### src/hw/ifbx_pkg.sv
`default_nettype none

package ifbx_pkg;

  // ************************************************************
  // Widths and fixed values
  // ************************************************************
  localparam int ALPHA_W = 24;
  localparam int MOD_W = 4;
  localparam int BUS_AW = 4;
  localparam logic [ALPHA_W-1:0] REGFILE_TOP = 24'h00002F;
  localparam logic [ALPHA_W-1:0] ALPHA_ZERO = 24'h000000;
  localparam logic [ALPHA_W-1:0] ALPHA_STEP = 24'h000008;
  localparam logic [MOD_W-1:0] MOD_ZERO = 4'h0;
  localparam logic [2:0] MULT_PRESET = 3'h5;
  localparam logic [2:0] SINGLE_PRESET = 3'h0;
  localparam logic [2:0] CNT_STEP = 3'h1;

  // ************************************************************
  // Register map, byte addresses
  // ************************************************************
  localparam logic [BUS_AW-1:0] REG_CTRL = 4'h0;
  localparam logic [BUS_AW-1:0] REG_STATUS = 4'h4;
  localparam logic [BUS_AW-1:0] REG_ALPHA = 4'h8;
  localparam int CTRL_EN_BIT = 0;
  localparam logic CTRL_EN_RESET = 1'b1;
  localparam int STAT_FSM_LSB = 0;
  localparam int STAT_HOLD_BIT = 4;
  localparam int STAT_BDONE_BIT = 5;
  localparam int STAT_TAKEN_BIT = 6;
  localparam int STAT_REQ_LSB = 8;
  localparam int STAT_CMP_LSB = 12;

  // ************************************************************
  // Types
  // ************************************************************
  typedef enum logic [3:0] {
    IFBX_K_NONE, IFBX_K_LOAD_MULT, IFBX_K_STORE_MULT, IFBX_K_LOAD_SINGLE,
    IFBX_K_STORE_SINGLE, IFBX_K_STORE_ZERO, IFBX_K_BR_LE, IFBX_K_BR_GT,
    IFBX_K_EXCHANGE, IFBX_K_OTHER
  } ifbx_kind_e;

  typedef enum logic [1:0] {IFBX_IDLE, IFBX_OWAIT, IFBX_OREQ} ifbx_fsm_e;

  typedef struct packed {
    ifbx_kind_e kind;
    logic [ALPHA_W-1:0] alpha;
    logic [MOD_W-1:0] modifier;
    logic regInhibit;
    logic doubleword;
    logic [31:0] testCount;
    logic [31:0] testIndex;
    logic [31:0] testCompare;
  } ifbx_instr_s;

  typedef struct packed {
    logic pipeBusy;
    logic forcedWriteBusy;
    logic zFull;
    logic alphaRegHaz;
    logic resultOctetHaz;
    logic resultRegHaz;
    logic testRegHaz;
    logic alphaMemHaz;
    logic resultMemHaz;
    logic shortCircuitOk;
  } ifbx_haz_s;

  typedef struct packed {
    logic xActive;
    logic xFull;
    logic [ALPHA_W-1:0] xAddr;
    logic yActive;
    logic yFull;
    logic [ALPHA_W-1:0] yAddr;
  } ifbx_buf_s;

  typedef struct packed {
    logic ldInvalidate;
    logic fileLoadReq;
    logic fileStoreReq;
    logic forcedWrite;
    logic fileToFile;
    logic storeZero;
    logic clearXActive;
    logic clearYActive;
    logic seqRegToPipe;
    logic seqMemToPipe;
    logic l3ToL4;
    logic shortCircuitL4;
    logic clearExecInhibit;
    logic passAck;
    logic decideGo;
  } ifbx_out_s;

  typedef struct packed {
    ifbx_fsm_e fsm;
    logic hold;
    logic branchDone;
    logic branchTaken;
    logic alphaInc;
    logic storeOp;
    logic [2:0] reqCnt;
    logic [2:0] cmpCnt;
    logic [ALPHA_W-1:0] alpha;
    logic [31:0] cntOp;
    logic [63:0] pairOp;
    logic enable;
    logic busAck;
    logic [31:0] rdData;
  } ifbx_state_s;

endpackage : ifbx_pkg

`default_nettype wire

### src/hw/ifbx_ctrl.sv
// Operation
// (RULE_01) File subcycle only from idle on file load/store; multiple versus single.
// (RULE_02) Multiple load: invalidate last destination, request load, preset request counter five.
// (RULE_03) Read accept sets increment flag; alpha grows by eight next clock.
// (RULE_04) Multiple load decrements nonzero completion counter per request; six requests total.
// (RULE_05) Single register-file transfer waits on alpha and result octet hazards.
// (RULE_06) Then file-to-file, invalidate, clear flags, acknowledge pass, return idle.
// (RULE_07) Store zeroes in register file needs write accept.
// (RULE_08) Memory single file loops on alpha memory hazard until forced write empties buffer.
// (RULE_09) Hazards clear: both counters loaded with zero, one octet.
// (RULE_10) Single memory load: invalidate, request, on accept wait then request state.
// (RULE_11) Stall single store on pending buffer octet matching alpha.
// (RULE_12) Then store request and clear matching buffer activity bit.
// (RULE_13) Loop until write accept, then clear flags and acknowledge pass.
// (RULE_14) Exchange and two counting branches enter branch/exchange subcycle from idle.
// (RULE_15) Branch first pass waits on result and test register hazards.
// (RULE_16) Then register-to-pipe, level 3 to 4 transfer, set hold.
// (RULE_17) Count in count operand; index upper, compare lower of pair operand.
// (RULE_18) Count plus upper plus inverted lower; carry out decides branch.
// (RULE_19) Second pass sets branch done only and returns idle; the code also latches branchTaken from the carry in this pass.
// (RULE_20) Third pass exits to decide subcycle.
// (RULE_21) Exchange takes two passes; register write/read hazard ignored.
// (RULE_22) Exchange first pass waits on result register hazard.
// (RULE_23) Alpha in register file when not inhibited, alpha at most 2F, modifier zero.
// (RULE_24) Register-to-pipe at once if no hazard or alpha zero non-doubleword.
// (RULE_25) Recoverable hazard: set short circuit flag and start register-to-pipe.
// (RULE_26) Alpha outside register file: memory-to-pipe; always transfer and set hold.
// (RULE_27) Exchange second pass: register data down pipe, clear flags, acknowledge pass.
// (RULE_28) Each hazard wait returns idle with flags unchanged, re-deciding next clock.
//
// Decided for this implementation: the address map and register access over Avalon-MM.
`default_nettype none

module ifbx_ctrl (
  input wire logic clk, // 250 MHz control clock
  input wire logic rst_n, // async reset, active low
  input wire logic [ifbx_pkg::BUS_AW-1:0] avs_address, // byte address
  input wire logic avs_read, // read strobe
  input wire logic avs_write, // write strobe
  input wire logic [31:0] avs_writedata, // write data
  input wire logic [3:0] avs_byteenable, // byte lanes
  output logic [31:0] avs_readdata, // read data
  output logic avs_waitrequest, // stall
  input wire ifbx_pkg::ifbx_instr_s instr, // level 3 instruction
  input wire ifbx_pkg::ifbx_haz_s haz, // pipeline hazards
  input wire ifbx_pkg::ifbx_buf_s bufs, // buffer address registers
  input wire logic readAccept, // requester takes a read
  input wire logic writeAccept, // requester takes a write
  output ifbx_pkg::ifbx_out_s ctl, // control pulses
  output logic [ifbx_pkg::ALPHA_W-1:0] alphaAddr, // alpha address register
  output logic [31:0] level4CountOperand, // branch count
  output logic [63:0] level4PairOperand, // index and compare
  output logic branchTaken // adder carry
);
  import ifbx_pkg::*;

  // ************************************************************
  // State
  // ************************************************************
  ifbx_state_s s_ff;
  ifbx_state_s nxt_s;
  logic isRegFile;
  logic isBranch;
  logic xMatch;
  logic yMatch;
  logic storeHaz;
  logic busReq;
  logic [33:0] testSum;

  // ************************************************************
  // Decode and branch adder
  // ************************************************************
  // (RULE_23) register file test
  assign isRegFile = !instr.regInhibit && (instr.alpha <= REGFILE_TOP) &&
                     (instr.modifier == MOD_ZERO);
  assign isBranch = (instr.kind == IFBX_K_BR_LE) || (instr.kind == IFBX_K_BR_GT);
  assign xMatch = bufs.xActive && (bufs.xAddr == instr.alpha);
  assign yMatch = bufs.yActive && (bufs.yAddr == instr.alpha);
  // (RULE_11) pending octet hazard
  assign storeHaz = (xMatch && !bufs.xFull) || (yMatch && !bufs.yFull);
  // (RULE_18) carry decides branch
  assign testSum = {2'b00, s_ff.cntOp} + {2'b00, s_ff.pairOp[63:32]} +
                   {2'b00, ~s_ff.pairOp[31:0]};
  assign busReq = avs_read || avs_write;
  assign avs_waitrequest = busReq && !s_ff.busAck;
  assign avs_readdata = s_ff.rdData;
  assign alphaAddr = s_ff.alpha;
  assign level4CountOperand = s_ff.cntOp;
  assign level4PairOperand = s_ff.pairOp;
  assign branchTaken = s_ff.branchTaken;

  // ************************************************************
  // Next state
  // ************************************************************
  always_comb begin
    nxt_s = s_ff;
    ctl = '0;
    nxt_s.alphaInc = 1'b0;
    // Register bus: read data captured in the first cycle, write data taken and answered in the second.
    nxt_s.busAck = busReq && !s_ff.busAck;
    if (busReq && !s_ff.busAck && avs_read) begin
      nxt_s.rdData = '0;
      unique case (avs_address)
        REG_CTRL: nxt_s.rdData[CTRL_EN_BIT] = s_ff.enable;
        REG_STATUS: begin
          nxt_s.rdData[STAT_FSM_LSB +: 2] = s_ff.fsm;
          nxt_s.rdData[STAT_HOLD_BIT] = s_ff.hold;
          nxt_s.rdData[STAT_BDONE_BIT] = s_ff.branchDone;
          nxt_s.rdData[STAT_TAKEN_BIT] = s_ff.branchTaken;
          nxt_s.rdData[STAT_REQ_LSB +: 3] = s_ff.reqCnt;
          nxt_s.rdData[STAT_CMP_LSB +: 3] = s_ff.cmpCnt;
        end
        REG_ALPHA: nxt_s.rdData[ALPHA_W-1:0] = s_ff.alpha;
        default: nxt_s.rdData = '0;
      endcase
    end
    if (s_ff.busAck && avs_write && avs_address == REG_CTRL && avs_byteenable[0]) begin
      nxt_s.enable = avs_writedata[CTRL_EN_BIT];
    end
    // (RULE_03) advance alpha one octet
    if (s_ff.alphaInc) begin
      nxt_s.alpha = s_ff.alpha + ALPHA_STEP;
    end else if (s_ff.fsm == IFBX_IDLE) begin
      nxt_s.alpha = instr.alpha;
    end
    // (RULE_28) waits fall through idle unchanged
    unique case (s_ff.fsm)
      IFBX_IDLE: begin
        if (s_ff.enable) begin
          unique case (instr.kind)
            // (RULE_01) multiple file kinds
            IFBX_K_LOAD_MULT, IFBX_K_STORE_MULT: begin
              if (haz.pipeBusy || haz.forcedWriteBusy) begin
                ctl = '0;
              end else if (haz.zFull) begin
                ctl.forcedWrite = 1'b1;
              end else begin
                // (RULE_02) preset and request
                nxt_s.reqCnt = MULT_PRESET;
                nxt_s.cmpCnt = MULT_PRESET;
                nxt_s.storeOp = (instr.kind == IFBX_K_STORE_MULT);
                if (instr.kind == IFBX_K_LOAD_MULT) begin
                  ctl.ldInvalidate = 1'b1;
                  ctl.fileLoadReq = 1'b1;
                  nxt_s.alphaInc = readAccept;
                  nxt_s.fsm = readAccept ? IFBX_OWAIT : IFBX_IDLE;
                end else begin
                  ctl.fileStoreReq = 1'b1;
                  ctl.clearXActive = xMatch;
                  ctl.clearYActive = yMatch;
                  nxt_s.alphaInc = writeAccept;
                  nxt_s.fsm = writeAccept ? IFBX_OWAIT : IFBX_IDLE;
                end
              end
            end
            IFBX_K_LOAD_SINGLE, IFBX_K_STORE_SINGLE, IFBX_K_STORE_ZERO: begin
              if (isRegFile) begin
                // (RULE_05) octet hazards hold off
                // (RULE_07) zero fill needs empty bus
                if (!haz.alphaRegHaz && !haz.resultOctetHaz &&
                    (instr.kind != IFBX_K_STORE_ZERO || writeAccept)) begin
                  // (RULE_06) file to file done
                  ctl.fileToFile = 1'b1;
                  ctl.storeZero = (instr.kind == IFBX_K_STORE_ZERO);
                  ctl.ldInvalidate = 1'b1;
                  ctl.clearExecInhibit = 1'b1;
                  ctl.passAck = 1'b1;
                end
              end else if (haz.alphaMemHaz) begin
                // (RULE_08) drain the write buffer
                ctl.forcedWrite = haz.zFull && !haz.forcedWriteBusy;
              end else if (!haz.resultMemHaz) begin
                // (RULE_09) one octet only
                nxt_s.reqCnt = SINGLE_PRESET;
                nxt_s.cmpCnt = SINGLE_PRESET;
                if (instr.kind == IFBX_K_LOAD_SINGLE) begin
                  // (RULE_10) single load request
                  ctl.ldInvalidate = 1'b1;
                  ctl.fileLoadReq = 1'b1;
                  nxt_s.storeOp = 1'b0;
                  nxt_s.alphaInc = readAccept;
                  nxt_s.fsm = readAccept ? IFBX_OWAIT : IFBX_IDLE;
                end else if (!storeHaz) begin
                  // (RULE_12) store and drop buffer match
                  ctl.fileStoreReq = 1'b1;
                  ctl.clearXActive = xMatch;
                  ctl.clearYActive = yMatch;
                  // (RULE_13) finish on write accept
                  if (writeAccept) begin
                    ctl.clearExecInhibit = 1'b1;
                    ctl.passAck = 1'b1;
                  end
                end
              end
            end
            // (RULE_14) branch and exchange subcycle
            IFBX_K_BR_LE, IFBX_K_BR_GT: begin
              if (!s_ff.hold) begin
                // (RULE_15) result and test hazards
                if (!haz.resultRegHaz && !haz.testRegHaz) begin
                  // (RULE_16) operands to level 4
                  ctl.seqRegToPipe = 1'b1;
                  ctl.l3ToL4 = 1'b1;
                  nxt_s.hold = 1'b1;
                  // (RULE_17) operand arrangement
                  nxt_s.cntOp = instr.testCount;
                  nxt_s.pairOp = {instr.testIndex, instr.testCompare};
                end
              end else if (!s_ff.branchDone) begin
                // (RULE_19) settle pass
                nxt_s.branchDone = 1'b1;
                nxt_s.branchTaken = |testSum[33:32];
              end else begin
                // (RULE_20) hand to decide
                ctl.decideGo = 1'b1;
                nxt_s.hold = 1'b0;
                nxt_s.branchDone = 1'b0;
              end
            end
            IFBX_K_EXCHANGE: begin
              if (!s_ff.hold) begin
                // (RULE_22) result register hazard
                if (!haz.resultRegHaz) begin
                  if (!isRegFile) begin
                    // (RULE_26) memory source
                    ctl.seqMemToPipe = 1'b1;
                  end else if (!haz.alphaRegHaz ||
                               (instr.alpha == ALPHA_ZERO && !instr.doubleword)) begin
                    // (RULE_24) no hazard or fixed zero
                    ctl.seqRegToPipe = 1'b1;
                  end else if (haz.shortCircuitOk) begin
                    // (RULE_25) short circuit recovery
                    ctl.shortCircuitL4 = 1'b1;
                    ctl.seqRegToPipe = 1'b1;
                  end
                  // (RULE_26) transfer and hold
                  ctl.l3ToL4 = ctl.seqRegToPipe || ctl.seqMemToPipe;
                  nxt_s.hold = ctl.l3ToL4;
                end
              end else begin
                // (RULE_21) no hazard check on second pass
                // (RULE_27) register data toward alpha
                ctl.seqRegToPipe = 1'b1;
                ctl.l3ToL4 = 1'b1;
                ctl.clearExecInhibit = 1'b1;
                ctl.passAck = 1'b1;
                nxt_s.hold = 1'b0;
              end
            end
            default: ctl = '0;
          endcase
        end
      end
      IFBX_OWAIT: nxt_s.fsm = IFBX_OREQ;
      IFBX_OREQ: begin
        // (RULE_04) request until completion count spent
        if (s_ff.cmpCnt == SINGLE_PRESET) begin
          ctl.clearExecInhibit = 1'b1;
          ctl.passAck = 1'b1;
          nxt_s.fsm = IFBX_IDLE;
        end else begin
          ctl.fileLoadReq = !s_ff.storeOp;
          ctl.fileStoreReq = s_ff.storeOp;
          if (s_ff.storeOp ? writeAccept : readAccept) begin
            nxt_s.alphaInc = 1'b1;
            nxt_s.cmpCnt = s_ff.cmpCnt - CNT_STEP;
            nxt_s.reqCnt = (s_ff.reqCnt == SINGLE_PRESET) ? s_ff.reqCnt :
                           s_ff.reqCnt - CNT_STEP;
          end
        end
      end
    endcase
  end

  always_ff @(posedge clk or negedge rst_n) begin
    if (!rst_n) begin
      s_ff <= '0;
      s_ff.enable <= CTRL_EN_RESET;
    end else begin
      s_ff <= nxt_s;
    end
  end

  // ************************************************************
  // Checks
  // ************************************************************
  property p_mult_preset;
    @(posedge clk) disable iff (!rst_n)
    (ctl.fileLoadReq && s_ff.fsm == IFBX_IDLE && instr.kind == IFBX_K_LOAD_MULT)
      |=> (s_ff.cmpCnt == 3'h5) && (s_ff.reqCnt == 3'h5);
  endproperty
  a_mult_preset: assert property (p_mult_preset) else $error("multiple preset wrong"); // RULE_02

  property p_alpha_step;
    @(posedge clk) disable iff (!rst_n)
    (ctl.fileLoadReq && readAccept) |=> s_ff.alphaInc ##1 (s_ff.alpha == $past(s_ff.alpha) + 24'h000008);
  endproperty
  a_alpha_step: assert property (p_alpha_step) else $error("alpha not advanced"); // RULE_03

  property p_req_end;
    @(posedge clk) disable iff (!rst_n)
    (s_ff.fsm == IFBX_OREQ && s_ff.cmpCnt == 3'h0) |-> ctl.passAck && !ctl.fileLoadReq;
  endproperty
  a_req_end: assert property (p_req_end) else $error("request phase did not end"); // RULE_04

  property p_octet_haz;
    @(posedge clk) disable iff (!rst_n)
    (haz.alphaRegHaz || haz.resultOctetHaz) |-> !ctl.fileToFile;
  endproperty
  a_octet_haz: assert property (p_octet_haz) else $error("transfer under hazard"); // RULE_05

  property p_single_cnt;
    @(posedge clk) disable iff (!rst_n)
    (ctl.fileLoadReq && s_ff.fsm == IFBX_IDLE && instr.kind == IFBX_K_LOAD_SINGLE)
      |=> s_ff.cmpCnt == 3'h0;
  endproperty
  a_single_cnt: assert property (p_single_cnt) else $error("single count not zero"); // RULE_09

  property p_store_stall;
    @(posedge clk) disable iff (!rst_n)
    (s_ff.fsm == IFBX_IDLE && instr.kind == IFBX_K_STORE_SINGLE && storeHaz) |-> !ctl.fileStoreReq;
  endproperty
  a_store_stall: assert property (p_store_stall) else $error("store over pending octet"); // RULE_11

  property p_store_ack;
    @(posedge clk) disable iff (!rst_n)
    (ctl.fileStoreReq && s_ff.fsm == IFBX_IDLE && instr.kind == IFBX_K_STORE_SINGLE)
      |-> (ctl.passAck == writeAccept);
  endproperty
  a_store_ack: assert property (p_store_ack) else $error("store ack without accept"); // RULE_13

  property p_settle;
    @(posedge clk) disable iff (!rst_n)
    (s_ff.enable && s_ff.fsm == IFBX_IDLE && isBranch && s_ff.hold && !s_ff.branchDone)
      |-> !ctl.decideGo ##1 (s_ff.branchDone && s_ff.hold);
  endproperty
  a_settle: assert property (p_settle) else $error("settle pass wrong"); // RULE_19

  property p_decide;
    @(posedge clk) disable iff (!rst_n)
    ctl.decideGo |-> (s_ff.hold && s_ff.branchDone) ##1 (!s_ff.hold && !s_ff.branchDone);
  endproperty
  a_decide: assert property (p_decide) else $error("decide exit wrong"); // RULE_20

  property p_exch_hold;
    @(posedge clk) disable iff (!rst_n)
    (instr.kind == IFBX_K_EXCHANGE && ctl.l3ToL4 && !s_ff.hold) |=> s_ff.hold;
  endproperty
  a_exch_hold: assert property (p_exch_hold) else $error("exchange hold not set"); // RULE_26

  property p_bus_answer;
    @(posedge clk) disable iff (!rst_n)
    (busReq && !s_ff.busAck) |=> !avs_waitrequest;
  endproperty
  a_bus_answer: assert property (p_bus_answer) else $error("bus not answered");

  c_mult_done: cover property (@(posedge clk) disable iff (!rst_n)
    (s_ff.fsm == IFBX_OREQ && s_ff.cmpCnt == 3'h0));
  c_branch_decide: cover property (@(posedge clk) disable iff (!rst_n) ctl.decideGo);
  c_exch_short: cover property (@(posedge clk) disable iff (!rst_n) ctl.shortCircuitL4);
  c_store_single: cover property (@(posedge clk) disable iff (!rst_n)
    (ctl.fileStoreReq && ctl.passAck));

endmodule : ifbx_ctrl

`default_nettype wire

### config.mk
export PLATFORM = sky130hd
export DESIGN_NAME = ifbx_ctrl
export DESIGN_NICKNAME = d
export VERILOG_FILES = /design/src/hw/ifbx_pkg.sv /design/src/hw/ifbx_ctrl.sv
export SDC_FILE = /design/constraint.sdc
export NUM_CORES = 1
export LEC_CHECK = 0
export BUFFER_PORTS_ARGS = -buffer_cell sky130_fd_sc_hd__buf_2
export CAP_MARGIN = 40
export CELL_PAD_IN_SITES_DETAIL_PLACEMENT = 1
export CELL_PAD_IN_SITES_GLOBAL_PLACEMENT = 1
export CORE_MARGIN = 5
export CORE_UTILIZATION = 40
export CTS_CLUSTER_DIAMETER = 150
export DETAILED_ROUTE_END_ITERATION = 10
export GPL_ROUTABILITY_DRIVEN = 1
export PLACE_DENSITY_LB_ADDON = 0.1
export SLEW_MARGIN = 40
export SYNTH_ARGS = -nofsm -noshare
export SYNTH_HDL_FRONTEND = slang
export SYNTH_SLANG_ARGS = --single-unit
### constraint.sdc
create_clock -name clk -period 6.3 [get_ports clk]
set_input_delay 1.26 -clock clk [delete_from_list [all_inputs] [get_ports clk]]
set_output_delay 1.26 -clock clk [all_outputs]
set_load 0.01 [all_outputs]
==> results of run 1 <==
## where the power goes
group / switching (W) / internal (W) / total (W)
Combinational: 0.00143 / 0.00115 / 0.00258
Clock: 0.000443 / 0.000756 / 0.00120
Sequential: 0.000463 / 0.00144 / 0.00190
## kinds of logic (layout without fill, tap and decap cells)
| kind of cell | after synthesis | count (layout) |
|---|---|---|
| AO/OA/AOI/OAI | 170 | 170 |
| XOR/XNOR | 51 | 51 |
| adder cells (fa/ha/maj) | 70 | 70 |
| buffers and inverters | 248 | 465 |
| flip-flops | 159 | 159 |
| multiplexers | 74 | 74 |
| other | 1 | 8 |
| AND/OR/NAND/NOR | 220 | 220 |
## cells in the final DEF (no fill, tap or decap), drive strengths merged, types with 9 or more instances in the layout
master / n
nor2: 38
clkbuf: 18
xor2: 11
buf: 370
nor4: 17
a22o: 16
a211oi: 13
o21ai: 53
a21oi: 30
nand2: 70
xnor2: 40
nand4: 18
nand3: 19
inv: 69
nand2b: 9
fa: 31
mux2: 66
dfrtp: 158
a222oi: 10
ha: 39
nor3: 16
## through the flow
step | hold slack [ns] | power (W) | instance area (sq um) | cells
after global placement | 0.469 | 0.00447 | 11200 | 1517
after detailed placement | 0.480 | 0.00454 | 11300 | 1517
after floorplan | 0.458 | 0.00392 | 10200 | 1000
after global routing | 0.513 | 0.00621 | 11900 | 1547
final | 0.492 | 0.00569 | 11900 | 1547
after CTS | 0.498 | 0.00581 | 11900 | 1547
## routing by layer
metal / track usage, % / vias to the layer above / wire length (um)
met2: 39.0 / 277 / 16400
met3: 6.71 / 38 / 2390
met4: 6.55 / 6 / 656
met1: 25.8 / 3891 / 12400
li1: - / 3743 / -
met5: 0 / - / 34
## worst max-delay path, cell delays in order
cell and delay (ns):
buf_2 0.14, nor4_1 0.69, nand3_1 0.19, or2_2 0.38, nor3_1 0.42, a221oi_1 0.08
o21ai_0 0.14, buf_2 0.18
## how the worst max path moves through the flow
stage	startpoint	endpoint	slack [ns]
detailed placement	instr[114]	ctl[1]	1.51
global placement	instr[114]	ctl[1]	1.52
global route	instr[114]	ctl[1]	1.33
CTS	instr[114]	ctl[1]	1.49
floorplan	instr[114]	ctl[2]	2.02
finish	instr[114]	ctl[1]	1.54
## final cells by class
| class | count | area [sq um] |
|---|---|---|
| fill | 2923 | 13200 |
| multi-input combinational | 593 | 4720 |
| sequential | 159 | 3980 |
| timing repair buffer | 370 | 1890 |
| clock buffer | 18 | 439 |
| tap | 330 | 413 |
| inverter | 65 | 244 |
| clock inverter | 12 | 231 |
## state kept, by name, indices dropped and copies added, names as in the netlist
| signal | flops |
|---|---|
| level4PairOperand | 64 |
| level4CountOperand | 32 |
| alphaAddr | 24 |
| avs_readdata | 24 |
| s_ff | 14 |
| branchTaken | 1 |
==> flow_metrics.env, run 1 <==
export IMPL_clock_sinks=159
export IMPL_p_per_area_nw_per_um2=477
export IMPL_hold_class="reg -> reg"
export IMPL_firstDrtPassIters=5
export IMPL_cts_made_buffers=17
export IMPL_grt_pass1_vias=8656
export IMPL_hold_buffers=0
export IMPL_hold_viol_final=0
export IMPL_fin_util_pct=47.5
export IMPL_grt_ovfl_total=0
export IMPL_tightest_slew_ns=0.765
export IMPL_synth_top_family_by_area="buffers and inverters"
export IMPL_synth_top_cells_by_area="dfrtp_1, buf_4, mux2_2"
export IMPL_slew_headroom_pct=48.5
export IMPL_r2r_end="branchTaken"
export IMPL_grt_start_max_net_pins=128
export IMPL_cts_setup_buffers=0
export IMPL_fin_crit_sh_pct=75.5
export IMPL_drcViolationCount=0
export IMPL_synth_avg_cell_area_sq_um=10.2
export IMPL_max_freq_mhz=210
export IMPL_ys_ff_latch=159
export IMPL_clock_latency_ns=0.43
export IMPL_dp_hpwl_mm=25.6
export IMPL_yosysTopAreaCellShare_pct=38.9
export IMPL_yosys_area_top_type="dfrtp_1"
export IMPL_area_delta_synth_final_pct=17.2
export IMPL_cp_required_ns=5.04
export IMPL_finalMaxSlewViolations=0
export IMPL_htreeDepth=4
export IMPL_synthXorXnorAreaFrac_pct=4.39
export IMPL_drtIter0Drc=442
export IMPL_max_cap_viol_count=0
export IMPL_grt_total_usage_pct=22.0
export IMPL_synth_distinct_cells=65
export IMPL_min_from="avs_readdata[6]"
export IMPL_synth_mux_area_share_pct=8.09
export IMPL_setup_tns_ns=0
export IMPL_synth_compound_area_share_pct=11.4
export IMPL_vias=7955
export IMPL_yosysMostFrequentCell="dfrtp_1"
export IMPL_ctsLongestPathBuffers=2
export IMPL_postRouteAntennaNets=0
export IMPL_synth_ff_type="dfrtp_1"
export IMPL_yosysSeqAreaShare_pct=39.1
export IMPL_setup_ws_ns=1.54
export IMPL_cp_data_arrival_time_ns=3.50
export IMPL_core_area_sq_um=25100
export IMPL_place_ws_ns=1.51
export IMPL_async_flop_share_pct=100
export IMPL_critPathLaunchType="primary input"
export IMPL_gp_congestion=0.856
export IMPL_synth_fa_ha_area_share_pct=10.9
export IMPL_endpoint_kind="primary output"
export IMPL_die_y_um=169
export IMPL_ir_worst_vdd_uv=193
export IMPL_cts_tree="built"
export IMPL_wl_per_cell_um=20.7
export IMPL_n_antenna_cell=0
export IMPL_root_buffer="clkbuf_16"
export IMPL_start_util_pct=40.5
export IMPL_path_clk_slew_ns=0.06
export IMPL_rrSetupSlack_ns=3.60
export IMPL_p_leak_nw=6.01
export IMPL_min_to="avs_readdata[6]"
export IMPL_place_port_buffers=364
export IMPL_synthTopCellsByCount="dfrtp_1, buf_4, nand2_1"
export IMPL_drive_above_1_share_pct=39.7
export IMPL_nets=1514
export IMPL_yosys_warnings=0
export IMPL_syn_inst=993
export IMPL_hold_depth=2
export IMPL_layout_min_cycle_time_ns=4.76
export IMPL_rsz0062_at_grt="false"
export IMPL_r2r_cells=8
export IMPL_r2r_start="s_ff[165]"
export IMPL_viasPerCell=5.14
export IMPL_netlist_area_sq_um=10200
export IMPL_crit_path_max_fanout=6
export IMPL_rows=58
export IMPL_dieArea_sq_um=28700
export IMPL_antenna_found_initial=3
export IMPL_synth_edf_count=0
export IMPL_path_class="in -> out"
export IMPL_outcome="completed"
export IMPL_die_x_um=169
export IMPL_drt_total_wl_mm=32.0
export IMPL_synth_simple_area_share_pct=11.1
export IMPL_io_pin_count=407
export IMPL_fin_skew_ns=0.0115
export IMPL_grt_pass1_wl_mm=49.5
export IMPL_cts_resized=0
export IMPL_finalSetupViolCount=0
Note: power is estimated with default switching activity, not from simulation.
==> inputs of run 2 (changes only) <==
--- a/config.mk
+++ b/config.mk
@@ -10,7 +10,7 @@
 export CELL_PAD_IN_SITES_DETAIL_PLACEMENT = 1
 export CELL_PAD_IN_SITES_GLOBAL_PLACEMENT = 1
 export CORE_MARGIN = 5
-export CORE_UTILIZATION = 40
+export CORE_UTILIZATION = 37
 export CTS_CLUSTER_DIAMETER = 150
 export DETAILED_ROUTE_END_ITERATION = 10
 export GPL_ROUTABILITY_DRIVEN = 1
==> constraint.sdc (replaced) <==
create_clock -name clk -period 4.7 [get_ports clk]
set_input_delay 0.94 -clock clk [delete_from_list [all_inputs] [get_ports clk]]
set_output_delay 0.94 -clock clk [all_outputs]
set_load 0.01 [all_outputs]
==> run 2 against run 1 <==
Largest power group unchanged. Design area shrank 0.19%. Clock power rose by 22%. Non-clock buffer count is 5 higher. Flip-flop and latch count unchanged. Highest routed layer unchanged.
==> flow_metrics.env, run 2 (synthesis results as in run 1) <==
export IMPL_r2r_start="s_ff[165]"
export IMPL_hold_buffers=0
export IMPL_fin_util_pct=44.0
export IMPL_p_int_w=0.00435
export IMPL_r2r_end="level4CountOperand[29]"
export IMPL_outcome="completed"
export IMPL_wl_per_cell_um=20.5
export IMPL_start_util_pct=37.6
export IMPL_dieArea_sq_um=30900
export IMPL_cts_resized=0
export IMPL_critPathLaunchType="primary input"
export IMPL_grt_pass1_wl_mm=49.7
export IMPL_grt_start_max_net_pins=92
export IMPL_drtIter0Drc=322
export IMPL_gp_congestion=0.840
export IMPL_mostFrequentLayoutCell="buf_2"
export IMPL_die_x_um=176
export IMPL_cts_made_buffers=17
export IMPL_finalSetupViolCount=0
export IMPL_hold_viol_final=0
export IMPL_finalMaxSlewViolations=0
export IMPL_nets=1519
export IMPL_cp_required_ns=3.76
export IMPL_setup_tns_ns=0
export IMPL_swShare_pct=41.8
export IMPL_clock_sinks=159
export IMPL_grt_pass1_vias=8621
export IMPL_p_comb_share_pct=46.4
export IMPL_hold_class="reg -> reg"
export IMPL_dp_hpwl_mm=26.0
export IMPL_drt_total_wl_mm=32.1
export IMPL_clock_latency_ns=0.42
export IMPL_htreeDepth=4
export IMPL_slew_headroom_pct=54.5
export IMPL_seqPwrFrac_pct=34.0
export IMPL_fin_skew_ns=0.0135
export IMPL_p_per_area_nw_per_um2=629
export IMPL_largest_reg_flops=64
export IMPL_crit_path_max_fanout=6
export IMPL_firstDrtPassIters=5
export IMPL_rsz0062_at_grt="false"
export IMPL_p_leak_nw=6.00
export IMPL_viasPerCell=5.08
export IMPL_drcViolationCount=0
export IMPL_grt_ovfl_total=0
export IMPL_min_to="s_ff[32]"
export IMPL_layout_min_cycle_time_ns=4.11
export IMPL_cts_tree="built"
export IMPL_rows=60
export IMPL_max_freq_mhz=243
export IMPL_io_pin_count=407
export IMPL_place_port_buffers=364
export IMPL_area_delta_synth_final_pct=16.9
export IMPL_root_buffer="clkbuf_16"
export IMPL_min_from="s_ff[32]"
export IMPL_rrSetupSlack_ns=1.91
export IMPL_path_clk_slew_ns=0.07
export IMPL_ctsLongestPathBuffers=2
export IMPL_p_switching_w=0.00313
export IMPL_path_class="in -> out"
export IMPL_antenna_found_initial=1
export IMPL_final_cell_mix="buf_2, dfrtp_1, nand2_1, mux2_2, inv_1"
export IMPL_drive_above_1_share_pct=39.8
export IMPL_ir_worst_vdd_uv=242
export IMPL_cts_setup_buffers=0
export IMPL_fin_crit_sh_pct=87.5
export IMPL_postRouteAntennaNets=0
export IMPL_tightest_slew_ns=0.682
export IMPL_core_area_sq_um=27000
export IMPL_max_cap_viol_count=0
export IMPL_vias=7951
export IMPL_r2r_cells=6
export IMPL_n_antenna_cell=0
export IMPL_grt_total_usage_pct=20.7
export IMPL_endpoint_kind="primary output"
export IMPL_clockPowerShare_pct=19.6
export IMPL_hold_depth=1
export IMPL_die_y_um=176
export IMPL_cp_data_arrival_time_ns=3.17
[run 2: power groups by stage]
stage	clock, W	sequential, W	combinational [W]
6_report	0.00146	0.00255	0.00347
5_1_grt	0.00156	0.00266	0.00394
4_1_cts	0.00151	0.00257	0.00358
3_5_place_dp	0	0.00259	0.00351
3_3_place_gp	0	0.00257	0.00346
2_1_floorplan	0	0.00237	0.00288
[run 2: area by class of cell]
type                    count  area (sq um)
flip-flops and latches    159          3980
inverters                  65           244
clock buffers              21           460
well taps                 341           427
fillers                  3168         15100
repair buffers            375          1920
multi-input cells         593          4710
clock inverters            11           155
[run 2: worst max-delay path, cell delays in order]
cell and delay [ns]:
buf_2 0.14, nor4_1 0.59, nand3_1 0.19, or2_2 0.40
nor3_1 0.45, a221oi_1 0.10, o21ai_0 0.17, buf_2 0.20
[run 2: per-layer routing]
layer	up-vias	wire length, um	part of all wire [%]	global-route usage, %
met5	-	7	0.022	0
met4	2	368	1.1	4.71
met2	273	16600	52	37.8
li1	3745	-	-	-
met3	22	2510	7.8	6.11
met1	3909	12600	39	23.8
[run 2: through the flow]
| stage | std cells | cell area, sq um | power [W] | worst slack (ns) | hold slack, ns |
|---|---|---|---|---|---|
| finish | 1565 | 11900 | 0.00748 | 0.587 | 0.481 |
| global route | 1565 | 11900 | 0.00817 | 0.444 | 0.517 |
| global placement | 1533 | 11300 | 0.00603 | 0.657 | 0.468 |
| CTS | 1565 | 11900 | 0.00765 | 0.566 | 0.486 |
| detailed placement | 1533 | 11300 | 0.00611 | 0.586 | 0.472 |
| floorplan | 1000 | 10200 | 0.00525 | 1.06 | 0.458 |
[run 2: worst max path at each step]
stage,start,end,slack (ns),cells after the start
finish,instr[114],ctl[1],0.59,8
global route,instr[114],ctl[2],0.44,8
CTS,instr[114],ctl[2],0.57,8
detailed placement,instr[114],ctl[2],0.59,8
global placement,instr[114],ctl[1],0.66,8
floorplan,instr[114],ctl[2],1.06,8
==> inputs of run 3 (changes only) <==
--- a/config.mk
+++ b/config.mk
@@ -10,12 +10,12 @@
 export CELL_PAD_IN_SITES_DETAIL_PLACEMENT = 1
 export CELL_PAD_IN_SITES_GLOBAL_PLACEMENT = 1
 export CORE_MARGIN = 5
-export CORE_UTILIZATION = 37
+export CORE_UTILIZATION = 40
 export CTS_CLUSTER_DIAMETER = 150
 export DETAILED_ROUTE_END_ITERATION = 10
 export GPL_ROUTABILITY_DRIVEN = 1
 export PLACE_DENSITY_LB_ADDON = 0.1
-export SLEW_MARGIN = 40
+export SLEW_MARGIN = 30
 export SYNTH_ARGS = -nofsm -noshare
 export SYNTH_HDL_FRONTEND = slang
 export SYNTH_SLANG_ARGS = --single-unit
==> constraint.sdc (replaced) <==
create_clock -name clk -period 5.09 [get_ports clk]
set_input_delay 1.018 -clock clk [delete_from_list [all_inputs] [get_ports clk]]
set_output_delay 1.018 -clock clk [all_outputs]
set_load 0.01 [all_outputs]
==> run 3 against run 2 <==
Count of clock-buffer cells in the layout fell by 2. Die area fell by 7.1%. Cell count fell by 0.89%. Non-clock buffer count fell by 4. Total power fell by 8.7%. Setup slack improved by 0.45 ns. Clock power fell by 11%. Flip-flop and latch count did not move. Register-to-register slack improved by 0.35 ns. Sequential share of layout area rose by 0.11 points. Sequential power fell by 7.8%. Via count barely moved. Critical path type unchanged. Highest routed layer unchanged.
==> flow_metrics.env, run 3 (synthesis results as in run 1) <==
export IMPL_p_int_w=0.00395
export IMPL_setup_ws_ns=1.04
export IMPL_path_class="in -> out"
export IMPL_drive_above_1_share_pct=39.7
export IMPL_ctsLongestPathBuffers=2
export IMPL_worst_path_buf_inv=2
export IMPL_place_port_buffers=364
export IMPL_p_per_area_nw_per_um2=576
export IMPL_setup_tns_ns=0
export IMPL_dieArea_sq_um=28700
export IMPL_largest_reg_flops=64
export IMPL_clock_latency_ns=0.43
export IMPL_root_buffer="clkbuf_16"
export IMPL_cp_startpoint="instr[123]"
export IMPL_tightest_slew_ns=0.726
export IMPL_start_util_pct=40.5
export IMPL_rsz0062_at_grt="false"
export IMPL_cts_tree="built"
export IMPL_hold_ws_ns=0.486
export IMPL_layout_min_cycle_time_ns=4.05
export IMPL_final_cell_mix="buf_2, dfrtp_1, nand2_1, mux2_2, inv_1"
export IMPL_core_area_sq_um=25100
export IMPL_die_x_um=169
export IMPL_drcViolationCount=0
export IMPL_cpLargestDelayFamily="simple AND/OR/NAND/NOR gates"
export IMPL_min_from="avs_readdata[4]"
export IMPL_place_ws_ns=0.985
export IMPL_p_comb_share_pct=46.5
export IMPL_endpoint_kind="primary output"
export IMPL_max_freq_mhz=247
export IMPL_die_y_um=169
export IMPL_fin_skew_ns=0.0123
export IMPL_p_switching_w=0.00288
export IMPL_fin_crit_sh_pct=79.6
export IMPL_wl_per_cell_um=20.2
export IMPL_finalMaxSlewViolations=0
export IMPL_cts_resized=0
export IMPL_hold_viol_final=0
export IMPL_finalSetupViolCount=0
export IMPL_grt_pass1_wl_mm=48.7
export IMPL_viasPerCell=5.13
export IMPL_hold_class="reg -> reg"
export IMPL_clock_sinks=159
export IMPL_crit_path_top_delay_cell="or2_2"
export IMPL_critPathLaunchType="primary input"
export IMPL_p_leak_nw=5.97
export IMPL_drtIter0Drc=390
export IMPL_drt_total_wl_mm=31.4
export IMPL_max_cap_viol_count=0
export IMPL_outcome="completed"
export IMPL_swShare_pct=42.2
export IMPL_seqPwrFrac_pct=34.4
export IMPL_crit_top_cell="buf_2"
export IMPL_hold_buffers=0
export IMPL_area_delta_synth_final_pct=16.6
export IMPL_ir_worst_vdd_uv=252
export IMPL_cp_data_arrival_time_ns=3.03
export IMPL_rows=58
export IMPL_crit_path_max_fanout=6
export IMPL_nFillCells=2968
export IMPL_mostFrequentLayoutCell="buf_2"
export IMPL_dp_hpwl_mm=25.3
export IMPL_max_stage_delay_ns=0.44
export IMPL_r2r_start="s_ff[165]"
export IMPL_cts_setup_buffers=0
export IMPL_cp_required_ns=4.07
export IMPL_firstDrtPassIters=5
export IMPL_slew_headroom_pct=51.2
export IMPL_postRouteAntennaNets=0
export IMPL_critical_path_cell_chain="buf_2 > nor4_1 > nand4_1 > or2_2 > nor3_1 > a221oi_1 > o21ai_0 > buf_2"
export IMPL_grt_total_usage_pct=21.6
export IMPL_path_clk_slew_ns=0.06
export IMPL_antenna_found_initial=3
export IMPL_grt_pass1_vias=8634
export IMPL_grt_ovfl_total=0
export IMPL_htreeDepth=4
export IMPL_io_pin_count=407
export IMPL_clockPowerShare_pct=19.1
export IMPL_cts_made_buffers=17
export IMPL_nets=1515
export IMPL_gp_congestion=0.848
export IMPL_vias=7958
export IMPL_grt_start_max_net_pins=119
run 3: cell count changes in the layout (fill, tap and decap cells not counted):
cell        before  now
buf_4           10    5
clkinvlp_4       4    5
clkbuf_8         2    1
inv_6            3    4
buf_12           1    2
nor4_4           0    1
diode_2          0    1
clkbuf_1         2    1
inv_8            0    1
nor4_2           2    1
bufinv_16        3    2
run 3: area by class of cell:
class / instances / area [sq um] / area share [%]
tap: 330 / 413 / 3.48
antenna: 1 / 2.50 / 0.0211
clock buffer: 19 / 443 / 3.73
inverter: 65 / 244 / 2.06
clock inverter: 13 / 153 / 1.29
sequential: 159 / 3980 / 33.6
timing repair buffer: 371 / 1910 / 16.1
multi-input combinational: 593 / 4720 / 39.8
run 3: through the flow:
stage          total power [W]  cell area [sq um]  utilization [%]  instances
2_1_floorplan          0.00485              10200                -       1000
3_3_place_gp           0.00553              11300             44.8       1518
3_5_place_dp           0.00563              11300             44.8       1518
4_1_cts                0.00698              11900             47.2       1550
5_1_grt                0.00745              11900             47.2       1551
6_report               0.00683              11900             47.2       1551
run 3: layer usage:
| layer | part of all wire, % | wire length [um] | GRT usage [%] | vias up |
|---|---|---|---|---|
| met5 | 0.035 | 11 | 0 | - |
| met4 | 2.1 | 654 | 7.00 | 2 |
| met3 | 7.7 | 2430 | 5.75 | 38 |
| met2 | 52 | 16300 | 38.9 | 290 |
| met1 | 38 | 12000 | 25.1 | 3883 |
| li1 | - | - | - | 3745 |
run 3: path summary, 6_finish.rpt:
check,slack (ns),depth (start not counted),endpoint
worst max-delay path,1.04,8,ctl[1]
worst min-delay path,0.49,2,avs_readdata[4]
worst max register to register,2.26,6,level4PairOperand[57]
worst min register to register,0.49,2,avs_readdata[4]
max in group asynchronous,3.54,2,alphaAddr[12]
min in group asynchronous,0.56,1,level4CountOperand[9]
run 3: worst reg2reg max path, delay by kind of cell (launching register included):
family / cells / cell delay (ns)
buffers and inverters: 2 / 0.57
multiplexers: 1 / 0.54
AND/OR/NAND/NOR: 2 / 0.79
adder cells (fa/ha/maj): 1 / 0.42
flip-flops: 1 / 0.41
run 3: power groups by stage:
stage	Combinational [W]	Clock [W]	Sequential [W]
after floorplan	0.00266	0	0.00219
after global placement	0.00316	0	0.00237
after detailed placement	0.00324	0	0.00239
after CTS	0.00327	0.00134	0.00237
after global routing	0.00360	0.00140	0.00245
final	0.00318	0.00130	0.00235
